===== config.mk =====
export PLATFORM = sky130hd
export DESIGN_NAME = link_interrupt_event_low_bits
export DESIGN_NICKNAME = d
export VERILOG_FILES = /design/src/link_irq_pkg.sv /design/src/link_interrupt_event_low_bits.sv
export VERILOG_INCLUDE_DIRS = /design/src
export SDC_FILE = /design/constraint.sdc
export NUM_CORES = 1
export LEC_CHECK = 0
export BUFFER_PORTS_ARGS = -buffer_cell sky130_fd_sc_hd__buf_4
export CORE_AREA = 2 2 95 97
export CTS_CLUSTER_DIAMETER = 200
export CTS_CLUSTER_SIZE = 28
export DETAILED_ROUTE_END_ITERATION = 12
export DIE_AREA = 0 0 97 99
export HOLD_SLACK_MARGIN = 0.02
export PLACE_DENSITY = 0.79
export RECOVER_POWER = 50
export SLEW_MARGIN = 30
export SYNTH_ARGS = -nofsm -noshare
export SYNTH_HDL_FRONTEND = slang
export SYNTH_SLANG_ARGS = --single-unit

===== constraint.sdc =====
create_clock -name clock -period 2 [get_ports clock]
set_input_delay 0.1 -clock clock [delete_from_list [all_inputs] [get_ports clock]]
set_output_delay 0.1 -clock clock [all_outputs]
set_load 0.01 [all_outputs]

===== src/link_irq_map.svh =====
`ifndef LINK_IRQ_MAP_SVH
`define LINK_IRQ_MAP_SVH

`define IEV_W            23
`define ISO_CTX_N        32
`define ADDR_W           8

`define IEV_SET_OFF      8'h80
`define IEV_CLR_OFF      8'h84
`define IEV_CTRL_OFF     8'hFC

`define IEV_LOST         22
`define IEV_SEC64        21
`define IEV_SYNC         20
`define IEV_PHY          19
`define IEV_REGFAIL      18
`define IEV_BUSRST       17
`define IEV_SELFID       16
`define IEV_SELFID2      15
`define IEV_LOCKERR      9
`define IEV_PWERR        8
`define IEV_ISO_RX       7
`define IEV_ISO_TX       6
`define IEV_RSP_PKT      5
`define IEV_REQ_PKT      4
`define IEV_RX_RSP       3
`define IEV_RX_REQ       2
`define IEV_TX_RSP       1
`define IEV_TX_REQ       0

`define IEV_LATCHED      23'h7F833F
`define IEV_RESET        23'h000000

`define CTRL_PRED_GAP    0
`define CTRL_PRED_ARB    1
`define CTRL_RESET       2'h3

`endif


===== src/link_irq_pkg.sv =====
`include "link_irq_map.svh"

package link_irq_pkg;

  typedef enum logic [2:0] {
    LC_IDLE,
    LC_WAIT,
    LC_GAP,
    LC_LATE,
    LC_DONE,
    LC_PRED
  } lost_state_t;

  typedef struct packed {
    logic [`IEV_W-1:0] evt;
    logic [`IEV_W-1:0] src_prev;
    logic              cnt_lsb_prev;
    logic              sec_bit_prev;
    logic [1:0]        ctrl;
    lost_state_t       lost_st;
    logic [31:0]       rdata;
  } state_t;

endpackage : link_irq_pkg


===== src/link_interrupt_event_low_bits.sv =====
// Overview of operation
// - Lost cycle when no start between syncs.
// - Predict lost cycle after first subaction gap.
// - Predict lost cycle on arbitration reset gap.
// - Sixty-four second event on seconds bit change.
// - Cycle sync event on cycle count toggle.
// - PHY event on status transfer request.
// - Access failed flag before next access.
// - Bus reset event on PHY bus reset.
// - Self-ID done; cleared when bus reset sets.
// - Sticky self-ID copy ignores bus reset.
// - Bits fourteen to ten read zero.
// - Lock response without ack complete flagged.
// - Posted write host error flagged.
// - Receive summary is OR of masked events.
// - Transmit summary is OR of masked events.
// - Response packet stored sets its bit.
// - Request packet stored sets its bit.
// - Receive response descriptor done sets bit.
// - Receive request descriptor done sets bit.
// - Response transmit command done sets bit.
// - Request transmit command done sets bit.
// - Set by edge or alias; cleared by clear alias, bit 16 also by bus reset.
// - Clear alias read returns events AND mask.
//
// The address map and the address-and-strobe port were left to the implementer.
`timescale 1ns/1ps
`include "link_irq_map.svh"

module link_interrupt_event_low_bits (
  input  wire logic                   clock,
  input  wire logic                   rst_n,
  input  wire logic [`ADDR_W-1:0]     addr,
  input  wire logic [31:0]            wdata,
  input  wire logic                   wr_en,
  input  wire logic                   rd_en,
  output logic      [31:0]            rdata,
  input  wire logic                   cycle_count_lsb,
  input  wire logic                   cycle_seconds_bit6,
  input  wire logic                   cycle_start_pkt,
  input  wire logic                   subaction_gap,
  input  wire logic                   arb_reset_gap,
  input  wire logic                   other_pkt,
  input  wire logic                   phy_status_irq,
  input  wire logic                   reg_access_failed,
  input  wire logic                   phy_bus_reset,
  input  wire logic                   self_id_received,
  input  wire logic                   lock_response_no_ack,
  input  wire logic                   posted_write_host_err,
  input  wire logic [`ISO_CTX_N-1:0]  iso_rx_event,
  input  wire logic [`ISO_CTX_N-1:0]  iso_rx_mask,
  input  wire logic [`ISO_CTX_N-1:0]  iso_tx_event,
  input  wire logic [`ISO_CTX_N-1:0]  iso_tx_mask,
  input  wire logic                   response_packet_received,
  input  wire logic                   request_packet_received,
  input  wire logic                   async_rx_response_context_done,
  input  wire logic                   async_rx_request_context_done,
  input  wire logic                   async_tx_response_context_done,
  input  wire logic                   async_tx_request_context_done,
  input  wire logic [`IEV_W-1:0]      int_mask
);

  logic [1:0]                rst_pipe_q;
  logic                      rst_sync_n;
  link_irq_pkg::state_t      q;
  link_irq_pkg::state_t      d;
  logic                      iso_receive_summary;
  logic                      iso_transmit_summary;
  logic                      sync_pulse;
  logic                      sec64_pulse;
  logic                      lost_pulse;
  logic                      wr_set;
  logic                      wr_clr;
  logic                      wr_ctrl;
  logic [`IEV_W-1:0]         raw;
  logic [`IEV_W-1:0]         hw_set;
  logic [`IEV_W-1:0]         sw_set;
  logic [`IEV_W-1:0]         sw_clr;
  logic [`IEV_W-1:0]         set_all;
  logic [`IEV_W-1:0]         evt_view;
  logic                      bus_rst_rise;

  // Reset is released through two flops so its removal is clean.
  always_ff @(posedge clock or negedge rst_n) begin
    if (!rst_n) begin
      rst_pipe_q <= 2'h0;
    end else begin
      rst_pipe_q <= {rst_pipe_q[0], 1'b1};
    end
  end

  assign rst_sync_n = rst_pipe_q[1];
  assign rdata      = q.rdata;

  always_comb begin
    d = q;
    iso_receive_summary  = |(iso_rx_event & iso_rx_mask);
    iso_transmit_summary = |(iso_tx_event & iso_tx_mask);
    sync_pulse  = cycle_count_lsb ^ q.cnt_lsb_prev;
    sec64_pulse = cycle_seconds_bit6 ^ q.sec_bit_prev;
    d.cnt_lsb_prev = cycle_count_lsb;
    d.sec_bit_prev = cycle_seconds_bit6;
    lost_pulse = 1'b0;

    // Tracks whether a cycle start arrived in the cycle opened by the last sync.
    case (q.lost_st)
      link_irq_pkg::LC_IDLE: begin
        if (sync_pulse) begin
          d.lost_st = link_irq_pkg::LC_WAIT;
        end
      end
      link_irq_pkg::LC_WAIT: begin
        if (sync_pulse) begin
          lost_pulse = 1'b1;
        end else if (cycle_start_pkt) begin
          d.lost_st = link_irq_pkg::LC_DONE;
        end else if (arb_reset_gap && q.ctrl[`CTRL_PRED_ARB]) begin
          lost_pulse = 1'b1;
          d.lost_st  = link_irq_pkg::LC_PRED;
        end else if (subaction_gap) begin
          d.lost_st = link_irq_pkg::LC_GAP;
        end
      end
      link_irq_pkg::LC_GAP: begin
        if (sync_pulse) begin
          lost_pulse = 1'b1;
          d.lost_st  = link_irq_pkg::LC_WAIT;
        end else if (cycle_start_pkt) begin
          d.lost_st = link_irq_pkg::LC_DONE;
        end else if ((other_pkt || subaction_gap || arb_reset_gap) && q.ctrl[`CTRL_PRED_GAP]) begin
          lost_pulse = 1'b1;
          d.lost_st  = link_irq_pkg::LC_PRED;
        end else if (arb_reset_gap && q.ctrl[`CTRL_PRED_ARB]) begin
          lost_pulse = 1'b1;
          d.lost_st  = link_irq_pkg::LC_PRED;
        end else if (other_pkt || subaction_gap) begin
          d.lost_st = link_irq_pkg::LC_LATE;
        end
      end
      link_irq_pkg::LC_LATE: begin
        if (sync_pulse) begin
          lost_pulse = 1'b1;
          d.lost_st  = link_irq_pkg::LC_WAIT;
        end else if (cycle_start_pkt) begin
          d.lost_st = link_irq_pkg::LC_DONE;
        end else if (arb_reset_gap && q.ctrl[`CTRL_PRED_ARB]) begin
          lost_pulse = 1'b1;
          d.lost_st  = link_irq_pkg::LC_PRED;
        end
      end
      default: begin
        // A predicted loss is not reported a second time at the next sync.
        if (sync_pulse) begin
          d.lost_st = link_irq_pkg::LC_WAIT;
        end
      end
    endcase

    raw = '0;
    raw[`IEV_LOST]    = lost_pulse;
    raw[`IEV_SEC64]   = sec64_pulse;
    raw[`IEV_SYNC]    = sync_pulse;
    raw[`IEV_PHY]     = phy_status_irq;
    raw[`IEV_REGFAIL] = reg_access_failed;
    raw[`IEV_BUSRST]  = phy_bus_reset;
    raw[`IEV_SELFID]  = self_id_received;
    raw[`IEV_SELFID2] = self_id_received;
    raw[`IEV_LOCKERR] = lock_response_no_ack;
    raw[`IEV_PWERR]   = posted_write_host_err;
    raw[`IEV_RSP_PKT] = response_packet_received;
    raw[`IEV_REQ_PKT] = request_packet_received;
    raw[`IEV_RX_RSP]  = async_rx_response_context_done;
    raw[`IEV_RX_REQ]  = async_rx_request_context_done;
    raw[`IEV_TX_RSP]  = async_tx_response_context_done;
    raw[`IEV_TX_REQ]  = async_tx_request_context_done;
    hw_set     = raw & ~q.src_prev & `IEV_LATCHED;
    // The derived bits are single-cycle pulses already, so back-to-back ones must each set.
    hw_set[`IEV_LOST]  = lost_pulse;
    hw_set[`IEV_SEC64] = sec64_pulse;
    hw_set[`IEV_SYNC]  = sync_pulse;
    d.src_prev = raw;

    wr_set  = wr_en && (addr == `IEV_SET_OFF);
    wr_clr  = wr_en && (addr == `IEV_CLR_OFF);
    wr_ctrl = wr_en && (addr == `IEV_CTRL_OFF);
    sw_set  = wr_set ? (wdata[`IEV_W-1:0] & `IEV_LATCHED) : '0;
    sw_clr  = wr_clr ? (wdata[`IEV_W-1:0] & `IEV_LATCHED) : '0;
    set_all = hw_set | sw_set;

    // A set arriving with a clear in the same cycle wins.
    d.evt = (q.evt & ~sw_clr) | set_all;
    bus_rst_rise = set_all[`IEV_BUSRST] && !q.evt[`IEV_BUSRST];
    if (bus_rst_rise && !set_all[`IEV_SELFID]) begin
      d.evt[`IEV_SELFID] = 1'b0;
    end

    if (wr_ctrl) begin
      d.ctrl = wdata[1:0];
    end

    evt_view = q.evt & `IEV_LATCHED;
    evt_view[`IEV_ISO_RX] = iso_receive_summary;
    evt_view[`IEV_ISO_TX] = iso_transmit_summary;

    d.rdata = 32'h0;
    if (rd_en) begin
      if (addr == `IEV_SET_OFF) begin
        d.rdata = {9'h0, evt_view};
      end else if (addr == `IEV_CLR_OFF) begin
        d.rdata = {9'h0, evt_view & int_mask};
      end else if (addr == `IEV_CTRL_OFF) begin
        d.rdata = {30'h0, q.ctrl};
      end else begin
        d.rdata = 32'h0;
      end
    end
  end

  always_ff @(posedge clock or negedge rst_sync_n) begin
    if (!rst_sync_n) begin
      q.evt          <= `IEV_RESET;
      q.src_prev     <= '0;
      q.cnt_lsb_prev <= 1'b0;
      q.sec_bit_prev <= 1'b0;
      q.ctrl         <= `CTRL_RESET;
      q.lost_st      <= link_irq_pkg::LC_IDLE;
      q.rdata        <= 32'h0;
    end else begin
      q <= d;
    end
  end
endmodule : link_interrupt_event_low_bits


# --- Yosys cells after proc, flatten, opt, wreduce, memory -nomap -nowiden ---
# Cells that the tools add are included.
word_totals:
  wordCells: 73
  reg_bits: 77
  inputBits: 213
  out_inout_bits: 32
classes:
  n_reduce_logical: 16
  n_mux: 28
  eq_ne: 10
  bitwise_logic: 11
ops:
  columns: ["op", "count"]
  rows:
  - ["$mux 23", 5]
  - ["$and 32x32->32", 2]
  - ["$reduce_or 32->1", 2]
  - ["$and 23x23->23", 2]
  - ["$or 23x23->23", 2]
  - ["$mux 3", 13]
  - ["$eq 8x8->1 const B", 3]
  - ["$not 23->23", 1]
  - ["$and 20x20->20", 1]
  - ["$not 20->20", 1]
  - ["$pmux 3 s3", 1]
  - ["$ne 4x4->1 const B", 2]
  - ["$logic_and 1x1->1", 7]
  - ["$mux 1", 7]
  - ["$eq 3x2->1 const B", 2]
  - ["$ne 6x6->1 const B", 1]
  - ["$reduce_and 5->1", 1]
  - ["$reduce_bool 4->1", 1]
  - ["$eq 3x1->1 const B", 1]
  - ["$logic_not 1->1", 2]
  - ["$logic_or 1x1->1", 2]
  - ["$mux 2", 1]
  - ["$ne 2x2->1 const B", 1]
  - ["$pmux 1 s2", 1]
  - ["other kinds (2)", 3]

# --- Depth between registers and ports, before layout ---
# Gate-level depths: netlist of the first run.
logic_depth:
  ltp_word: 11
  depth_mapped: 6
  ltp_nobuf: 4

# --- Least setup slack after synthesis of the first run ---
# No wires, ideal clock.
synth_timing:
  kind: "input to register"
  from: "input addr[3]"
  to: "register q (netlist bit evt_view[18])"
  arrival_time_ns: 1.123
  t_required_ns: 1.875
  setup_slack_ns: 0.751
  stages: 6
  cell_sequence: "nor4_4 and3_1 buf_6 buf_8 and3_1 o22ai_2"
synth_rtl:
  columns: ["item", "line_no", "rtl"]
  rows:
  - ["start: declaration", "link_interrupt_event_low_bits.sv:33", "input wire logic [`ADDR_W-1:0] addr,"]
  - ["end: declaration", "link_interrupt_event_low_bits.sv:65", "link_irq_pkg::state_t q;"]

==> results of run 1 <==
-- per-stage QoR --
stage          hold slack (ns)  setup slack (ns)  cells  power (mW)
6_report                0.0353             0.621    579        2.29
3_5_place_dp            -0.115             0.420    556        1.66
2_1_floorplan           -0.196             0.359    275        1.33
3_3_place_gp            -0.116             0.455    556        1.64
4_1_cts                 0.0243             0.622    579        2.32
5_1_grt                 0.0232             0.544    579        2.41
-- cells in the final DEF, fill, tap and decap left out, types with 3 or more instances in the layout --
cell and n:
sky130_fd_sc_hd__and3_1 17, sky130_fd_sc_hd__clkbuf_8 6, sky130_fd_sc_hd__o22ai_2 9, sky130_fd_sc_hd__o211a_1 14, sky130_fd_sc_hd__a21boi_0 3, sky130_fd_sc_hd__clkbuf_4 7, sky130_fd_sc_hd__inv_1 12, sky130_fd_sc_hd__buf_4 179
sky130_fd_sc_hd__conb_1 15, sky130_fd_sc_hd__dfrtp_1 53, sky130_fd_sc_hd__clkbuf_1 26, sky130_fd_sc_hd__nand2_1 6, sky130_fd_sc_hd__nand3_1 3, sky130_fd_sc_hd__nor2_1 4, sky130_fd_sc_hd__o21ai_0 5, sky130_fd_sc_hd__a22oi_1 32
sky130_fd_sc_hd__nand4_1 10, sky130_fd_sc_hd__nand2b_1 3, sky130_fd_sc_hd__o21ai_1 3, sky130_fd_sc_hd__a21oi_1 15, sky130_fd_sc_hd__nor4_1 3, sky130_fd_sc_hd__dlygate4sd3_1 15, sky130_fd_sc_hd__nor3_1 3
-- cell usage after synthesis (2+ instances only) --
library cell                 n  share of area (%)
sky130_fd_sc_hd__dfrtp_1    53                 47
sky130_fd_sc_hd__buf_4      35                9.2
sky130_fd_sc_hd__a22oi_1    32                8.4
sky130_fd_sc_hd__and3_1     17                3.7
sky130_fd_sc_hd__a21oi_1    15                2.6
sky130_fd_sc_hd__o211a_1    14                4.9
sky130_fd_sc_hd__inv_1      12                1.6
sky130_fd_sc_hd__nand4_1    10                2.2
sky130_fd_sc_hd__o22ai_2     9                4.0
sky130_fd_sc_hd__nand2_1     6               0.79
sky130_fd_sc_hd__o21ai_0     5               0.88
sky130_fd_sc_hd__nor2_1      4               0.53
sky130_fd_sc_hd__a21boi_0    3               0.79
sky130_fd_sc_hd__nand2b_1    3               0.66
sky130_fd_sc_hd__nand3_1     3               0.53
sky130_fd_sc_hd__nor3_1      3               0.53
sky130_fd_sc_hd__nor4_1      3               0.66
sky130_fd_sc_hd__o21ai_1     3               0.53
sky130_fd_sc_hd__buf_2       2               0.35
sky130_fd_sc_hd__conb_1      2               0.26
sky130_fd_sc_hd__dfstp_2     2                1.8
sky130_fd_sc_hd__mux2_2      2               0.79
sky130_fd_sc_hd__o2111ai_1   2               0.62
sky130_fd_sc_hd__o22ai_1     2               0.44
sky130_fd_sc_hd__o31a_1      2               0.62
sky130_fd_sc_hd__xnor2_1     2               0.62
-- flip-flops by register name (all words and copies together) (netlist names) --
name / cells
evt_view: 16
rdata: 18
rst_pipe_q: 2
q: 19
-- power breakdown --
group / switching [mW] / internal [mW]
combinational: 0.164 / 0.310
sequential: 0.0349 / 1.14
clock: 0.349 / 0.287
-- layer usage --
metal,vias to the layer above,routed length (um),global-route usage [%]
met5,-,0,0
met4,0,157,5.09
met3,10,769,6.38
met2,139,5040,35.0
met1,1370,3500,22.5
li1,1358,-,-
-- final timing paths --
check / from / to / slack (ns) / cells after the start
worst min register to register: rst_pipe_q[0]$_DFF_PN0_ / rst_pipe_q[1]$_DFF_PN0_ / 0.37 / 0
worst min-delay path: int_mask[9] / rdata[9]$_DFF_PN0_ / 0.04 / 2
max in group asynchronous: rst_pipe_q[1]$_DFF_PN0_ / q[35]$_DFFE_PN1P_ / 0.77 / 1
min in group asynchronous: rst_n / rst_pipe_q[0]$_DFF_PN0_ / 0.10 / 2
worst max-delay path: q[36]$_DFFE_PN1P_ / evt_view[22]$_DFF_PN0_ / 0.62 / 4
worst max register to register: q[36]$_DFFE_PN1P_ / evt_view[22]$_DFF_PN0_ / 0.62 / 4
-- worst register-to-register path: stages, from the launching register on --
cell and delay (ns):
sky130_fd_sc_hd__dfstp_2 0.59, sky130_fd_sc_hd__and2_1 0.19, sky130_fd_sc_hd__a21oi_1 0.06, sky130_fd_sc_hd__o31a_1 0.28, sky130_fd_sc_hd__o31ai_1 0.18
-- layout make-up --
class	count	area share (%)
timing repair buffer	228	37.3
sequential	55	30.6
multi-input combinational	168	25.9
tap	108	3.00
clock buffer	7	1.92
inverter	12	1.00
clock inverter	1	0.195
-- kinds of logic after synthesis --
kind of cell           after synthesis  share of synthesized area, %
buffers and inverters               52                          12.2
XOR/XNOR                             2                         0.616
other                                2                         0.264
flip-flops                          55                          48.5
AO/OA/AOI/OAI                       93                          25.4
AND/OR/NAND/NOR                     55                          11.8
multiplexers                         3                          1.14
-- repair_timing --
item	4_1_cts	5_1_grt
hold endpoints to repair	16	0
buffers inserted	0	0
hold buffers	15	0
==> reports/summary.md, run 1 <==
Summing all flip-flop and latch instances after layout gives 1380 um^2. The footprint of the multi-input gates was 1170 um^2. The buffer depth of the longest clock path was 2. At the later pin of the worst-skew pair, clock insertion delay measures 0.30 ns. The detailed router finished its first iteration with 99 violations. In this run, synthesis inferred 0 flip-flops with an integrated enable. The number of global-route vias before repair was 3,053. The horizontal die dimension works out to 97 um.

The peak supply drop came out at 0.423 mV. For the post-route standard cell area excluding fillers, the log shows 4500 um^2. Number of register bits inferred by synthesis: 55. TritonCTS built the clock tree. The H-tree generated during clock tree synthesis spans 2 levels.

The post-route core utilization is 52.6%, and the delay of the slowest cell on the worst path is 0.59 ns. The synthesized netlist occupies a cell area of 2840 um^2. In this run the worst path has a maximum fanout of 5. The logs give 0.0113 ns for the maximum clock skew at final layout and 8550 um^2 for the area of the core. The total overflow reported by the global router is 0, and the transition at the pin with the smallest max-transition slack is 1.10 ns. In this run the worst hold path is classified as input pin to register.

The placer's final routability congestion estimate is 0.791. Input and output buffers added on the ports amount to 209. The part of the cycle the worst path needs came out at 68.9%.

The logs give 0 ns for the summed negative setup slack over all endpoints and 262 for the instance count of the mapped netlist. After detailed routing, the average wire length per cell comes to 16.3 um. A synthesized cell averages 10.9 um^2. The number of nets in the layout is 683.

For this block, the via count after detailed routing is 2,877. Path type of the worst setup path: register to register. Timing would allow up to 725 MHz. The cell type of the slowest stage on the worst timing path was sky130_fd_sc_hd__dfstp_2.

Headroom to the max-slew limit: 26.8%. Setup repair after global routing left no endpoint under its margin. 0 antenna diodes ended up in the layout. The number of buffers added by the clock tree synthesis step is 5, and the clock transition time at the flip-flop clock pins of the worst setup and hold paths is 0.10 ns. The buffering stage count on the worst path with inverters included was 0. The areal power density over the cells is 508 nW/um^2. Entering global routing, the biggest net connects 29 pins. Summed over all cells, the static leakage comes to 2.33 nW.

The data required time of the worst path is 2.22 ns, and the standard cell area after detailed placement is 4350 um^2. The die is 99 um tall. The fraction of final layout cells sized beyond drive strength 1 was 44.6%; the initial cell density of the core was 33.3%. The area enclosed by the die boundary is 9600 um^2, and the number of placed I/O pins is 245. The area growth from synthesis to layout works out to 58.2%.

The tools report the number of failing hold endpoints at the final stage as 0. The category of the worst setup path launch point was a register. After floorplanning, the core was divided into 34 placement rows. The signal on the critical path passes through and2_1 -> a21oi_1 -> o31a_1 -> o31ai_1. The buffer cell driving the clock tree root is sky130_fd_sc_hd__clkbuf_8. The arrival time reported for the critical path endpoint was 1.59 ns; the number of distinct library cells after synthesis was 42.

The count of max-cap constraint violations was 0. The overall routed net length came out at 9460 um. The count of cells resized by post-cts repair is 0. Sequential elements use 48.5% of the synthesized area. Detailed placement ended at an HPWL of 7630 um. For this run, the detailed router's first-pass iteration total came to 4.

The prevailing post-synth register cell was sky130_fd_sc_hd__dfrtp_1. In the routed design, unresolved DRC markers number 0. The run finished with clean final reports.

The clock period could shrink to 1.38 ns. Count of endpoints failing setup in the final report: 0. Of all flip-flops after synthesis, the portion carrying an async set or reset was 100%.

Fill cells in the final layout number 791. The number of sinks on the clock net is 55, and the wire length of the first global-routing pass is 15,100 um. Using the TritonRoute via totals, the vias-per-cell ratio works out to 4.97. For the initial antenna violation count, the log shows 0.

The worst setup path is captured at a register. Post-route antenna net violation count: 0. The run gives 19.5% as the global routing usage summed across all routing layers. The kind of cell with the highest combined delay along the critical path is flip-flops. The tools report the count of synthesis-stage warnings from yosys as 0. The number of slew-limit violations in the final report was 0.
Note: power is estimated with default switching activity, not from simulation.
==> run 2, diff against run 1 <==
Clock period 2 ns to 1.34 ns, I/O delays scaled along.
==> run 2 against run 1 <==
  * Final cell count is 5.0% higher
  * Clock skew is 0.0027 ns lower
  * Cell area increased by 7.7%
  * Non-clock buffer count up 29
  * Via count rose by 3.2%
  * Sequential share of layout area shrank 2.2 points
  * Flip-flop and latch count did not move
  * Die area did not move
  * Hold slack better by 0.0018 ns
  * Clock power grew 51%
  * Largest power group unchanged
  * Highest routed layer unchanged
==> reports/summary.md, run 2 (synthesis results as in run 1) <==
Worst-case setup margin in the final layout: 0.0535 ns. For the initial antenna violation count, the log shows 0. VDD sags by at most 0.598 mV.

The run gives 0.0294 ns as the post-placement worst setup slack. The number of failing hold endpoints at the final stage is 0. Excluding fillers, the count of instances in the completed layout stands at 608. The summed negative setup slack over all endpoints was 0 ns. Wire length of the first global-routing pass: 15,700 um. The horizontal die dimension works out to 97 um. The tools report the buffer depth of the longest clock path as 2.

The number of DRC markers after the initial detailed-route iteration came out at 121. Traced cell by cell, the critical path runs through and2_4 -> a21oi_2 -> o31a_1 -> o31ai_1. The number of flip-flops under the largest register name is 19. The overall routed net length was 9760 um. The analysis attributes to cell leakage a power of 2.54 nW. Clock-pin slew was measured on the worst setup and hold paths at 0.10 ns. The standard cell area after detailed placement was 4430 um^2. The tools report the number of sinks on the clock net as 55. The path type of the worst setup path is register to register. Category of the worst setup path launch point: a register. Placer's final routability congestion estimate: 0.832. The logs give 0 for the count of endpoints failing setup in the final report and 3490 um for the post-route met1 wirelength. Input and output buffers added on the ports amount to 209.

Leaving out fill and tap cells, the most frequent cells in the layout are sky130_fd_sc_hd__buf_4, sky130_fd_sc_hd__dfrtp_1, sky130_fd_sc_hd__dlygate4sd3_1, sky130_fd_sc_hd__a22oi_1, sky130_fd_sc_hd__and3_1. Net switching is 24.4% of the power. For this run, the slowest stage of the critical path takes 0.54 ns. The number of buffers added by the clock tree synthesis step came out at 5.

The clock network burns 27.4% of the power. Post-route core utilization: 56.7%. Clock skew on the completed layout was measured at 0.00859 ns. For the number of nets in the layout, the log shows 712.

The floorplan step set the die height to 99 um. At the pin with the least slew margin, the transition time is 0.680 ns. CTS placed an instance of sky130_fd_sc_hd__clkbuf_8 at the clock tree root. The routed design could run at a clock period as short as 1.29 ns. The post-route antenna net violation count was 0; the total overflow reported by the global router was 0. Once the clock tree was built, the setup fixing pass inserted 0 buffers. The area growth from synthesis to layout is 70.5%. In the final routed layout, each cell accounts on average for 16.1 um.

The run finished with clean final reports. At the worst endpoint, the required time is 1.55 ns. The highest fanout seen on the critical path was 3; the initial cell density of the core was 33.3%. Capturing element type of the critical path: a register. The cell internal power dissipation is 2.65 mW, and the fraction of final layout cells sized beyond drive strength 1 is 48.0%. The tool flagged a number of max-cap violations equal to 0. Setup repair after global routing could not meet its margin everywhere. TritonCTS built the clock tree. Measured against its own limit, the worst slew margin works out to 54.7%. The later pin in the worst-skew pair is clocked with a latency of 0.30 ns. The logs give 777 MHz for the maximum operating frequency and 245 for the number of placed I/O pins. The first-pass iteration count of the detailed router was 5. The repair_antennas step left the layout with diodes totalling 0. The number of global-route vias before repair is 3,266. For the post-route standard cell area excluding fillers, the log shows 4850 um^2. In the routed design, unresolved DRC markers number 0. The part of the cycle the worst path needs is 96.0%, and the count of H-tree levels built during CTS is 2. Total power consumption of the routed design: 3.50 mW. Dividing total power by cell area gives a power density of 722 nW/um^2.

The run gives 23.1% as the combinational fraction of design power. Detailed placement finished with a half-perimeter wire length of 7530 um. The site row count came out at 34. More flip-flops sit in one register than any other, and that register is q. Hold is met by 0.0371 ns. Routed signal wires occupy layers up through met4. Leaving out fill and tap cells, the most frequent cell in the layout is sky130_fd_sc_hd__buf_4. In this run, placement finished with an instance count of 565. Among all stages on the critical path, the largest delay is contributed by sky130_fd_sc_hd__dfstp_2. Detailed routing placed a total of 730 um of wire on met3. The worst hold path class was input pin to register. The final route contains 2,969 vias. The global routing usage summed across all routing layers came out at 20.1%. The number of slew-limit violations in the final report was 0; the amount of wire on met2 after detailed routing was 5410 um.

The core region is 8550 um^2. The area enclosed by the die boundary was 9600 um^2; the via count normalized by instance count was 4.88. Of the total power, registers draw 49.6%. In this run the power spent charging and discharging nets is 0.852 mW.

Data on the critical path arrives at its endpoint at 1.49 ns. Entering global routing, the biggest net connects 28 pins.
-- run 2: changes by cell type in the layout (fill, tap and decap cells not counted) --
cell | before | now
sky130_fd_sc_hd__buf_4 | 179 | 202
sky130_fd_sc_hd__dlygate4sd3_1 | 15 | 35
sky130_fd_sc_hd__clkbuf_1 | 26 | 8
sky130_fd_sc_hd__clkbuf_2 | 0 | 2
sky130_fd_sc_hd__a21oi_1 | 15 | 14
sky130_fd_sc_hd__a21oi_2 | 0 | 1
sky130_fd_sc_hd__and2_1 | 1 | 0
sky130_fd_sc_hd__and2_4 | 0 | 1
sky130_fd_sc_hd__buf_12 | 2 | 3
sky130_fd_sc_hd__clkinv_2 | 0 | 1
sky130_fd_sc_hd__dfrtp_1 | 53 | 52
sky130_fd_sc_hd__dfrtp_2 | 0 | 1
-- run 2: worst paths after layout --
kind / from / to / slack [ns] / cells after the start
worst min register to register: rst_pipe_q[0]$_DFF_PN0_ / rst_pipe_q[1]$_DFF_PN0_ / 0.36 / 0
worst max-delay path: q[36]$_DFFE_PN1P_ / evt_view[22]$_DFF_PN0_ / 0.05 / 4
min in group asynchronous: rst_n / rst_pipe_q[0]$_DFF_PN0_ / 0.09 / 2
max in group asynchronous: rst_pipe_q[1]$_DFF_PN0_ / q[39]$_DFF_PN0_ / 0.51 / 1
worst max register to register: q[36]$_DFFE_PN1P_ / evt_view[22]$_DFF_PN0_ / 0.05 / 4
worst min-delay path: wdata[5] / evt_view[5]$_DFF_PN0_ / 0.04 / 3
-- run 2: area by class of cell --
class / instances / area [um^2]
sequential: 55 / 1380
tap: 108 / 135
timing repair buffer: 257 / 2020
fill: 725 / 3700
inverter: 12 / 45.0
multi-input combinational: 168 / 1170
clock inverter: 2 / 13.8
clock buffer: 6 / 82.6
-- run 2: power by group through the flow --
stage	clock, mW	sequential [mW]	combinational (mW)
2_1_floorplan	0	1.79	0.197
3_3_place_gp	0	1.76	0.709
3_5_place_dp	0	1.77	0.726
4_1_cts	1.01	1.73	0.814
5_1_grt	1.06	1.74	0.880
6_report	0.958	1.73	0.807
-- run 2: worst max-delay path, delay by kind of cell, from the launching register on --
kind	cells	cell delay, ns
AND/OR/NAND/NOR	1	0.15
AO/OA/AOI/OAI	3	0.50
flip-flops	1	0.54
-- run 2: metal layers --
| layer | vias up | track usage, % |
|---|---|---|
| met4 | 0 | 3.58 |
| met1 | 1393 | 22.7 |
| li1 | 1420 | - |
| met3 | 16 | 4.96 |
| met2 | 140 | 38.8 |
| met5 | - | 0 |
-- run 2: repair_timing --
| action | 4_1_cts | 5_1_grt |
|---|---|---|
| hold endpoints to repair | 37 | 1 |
| setup endpoints to repair | 0 | 1 |
| hold buffers | 34 | 1 |
| resized for setup | 0 | 2 |
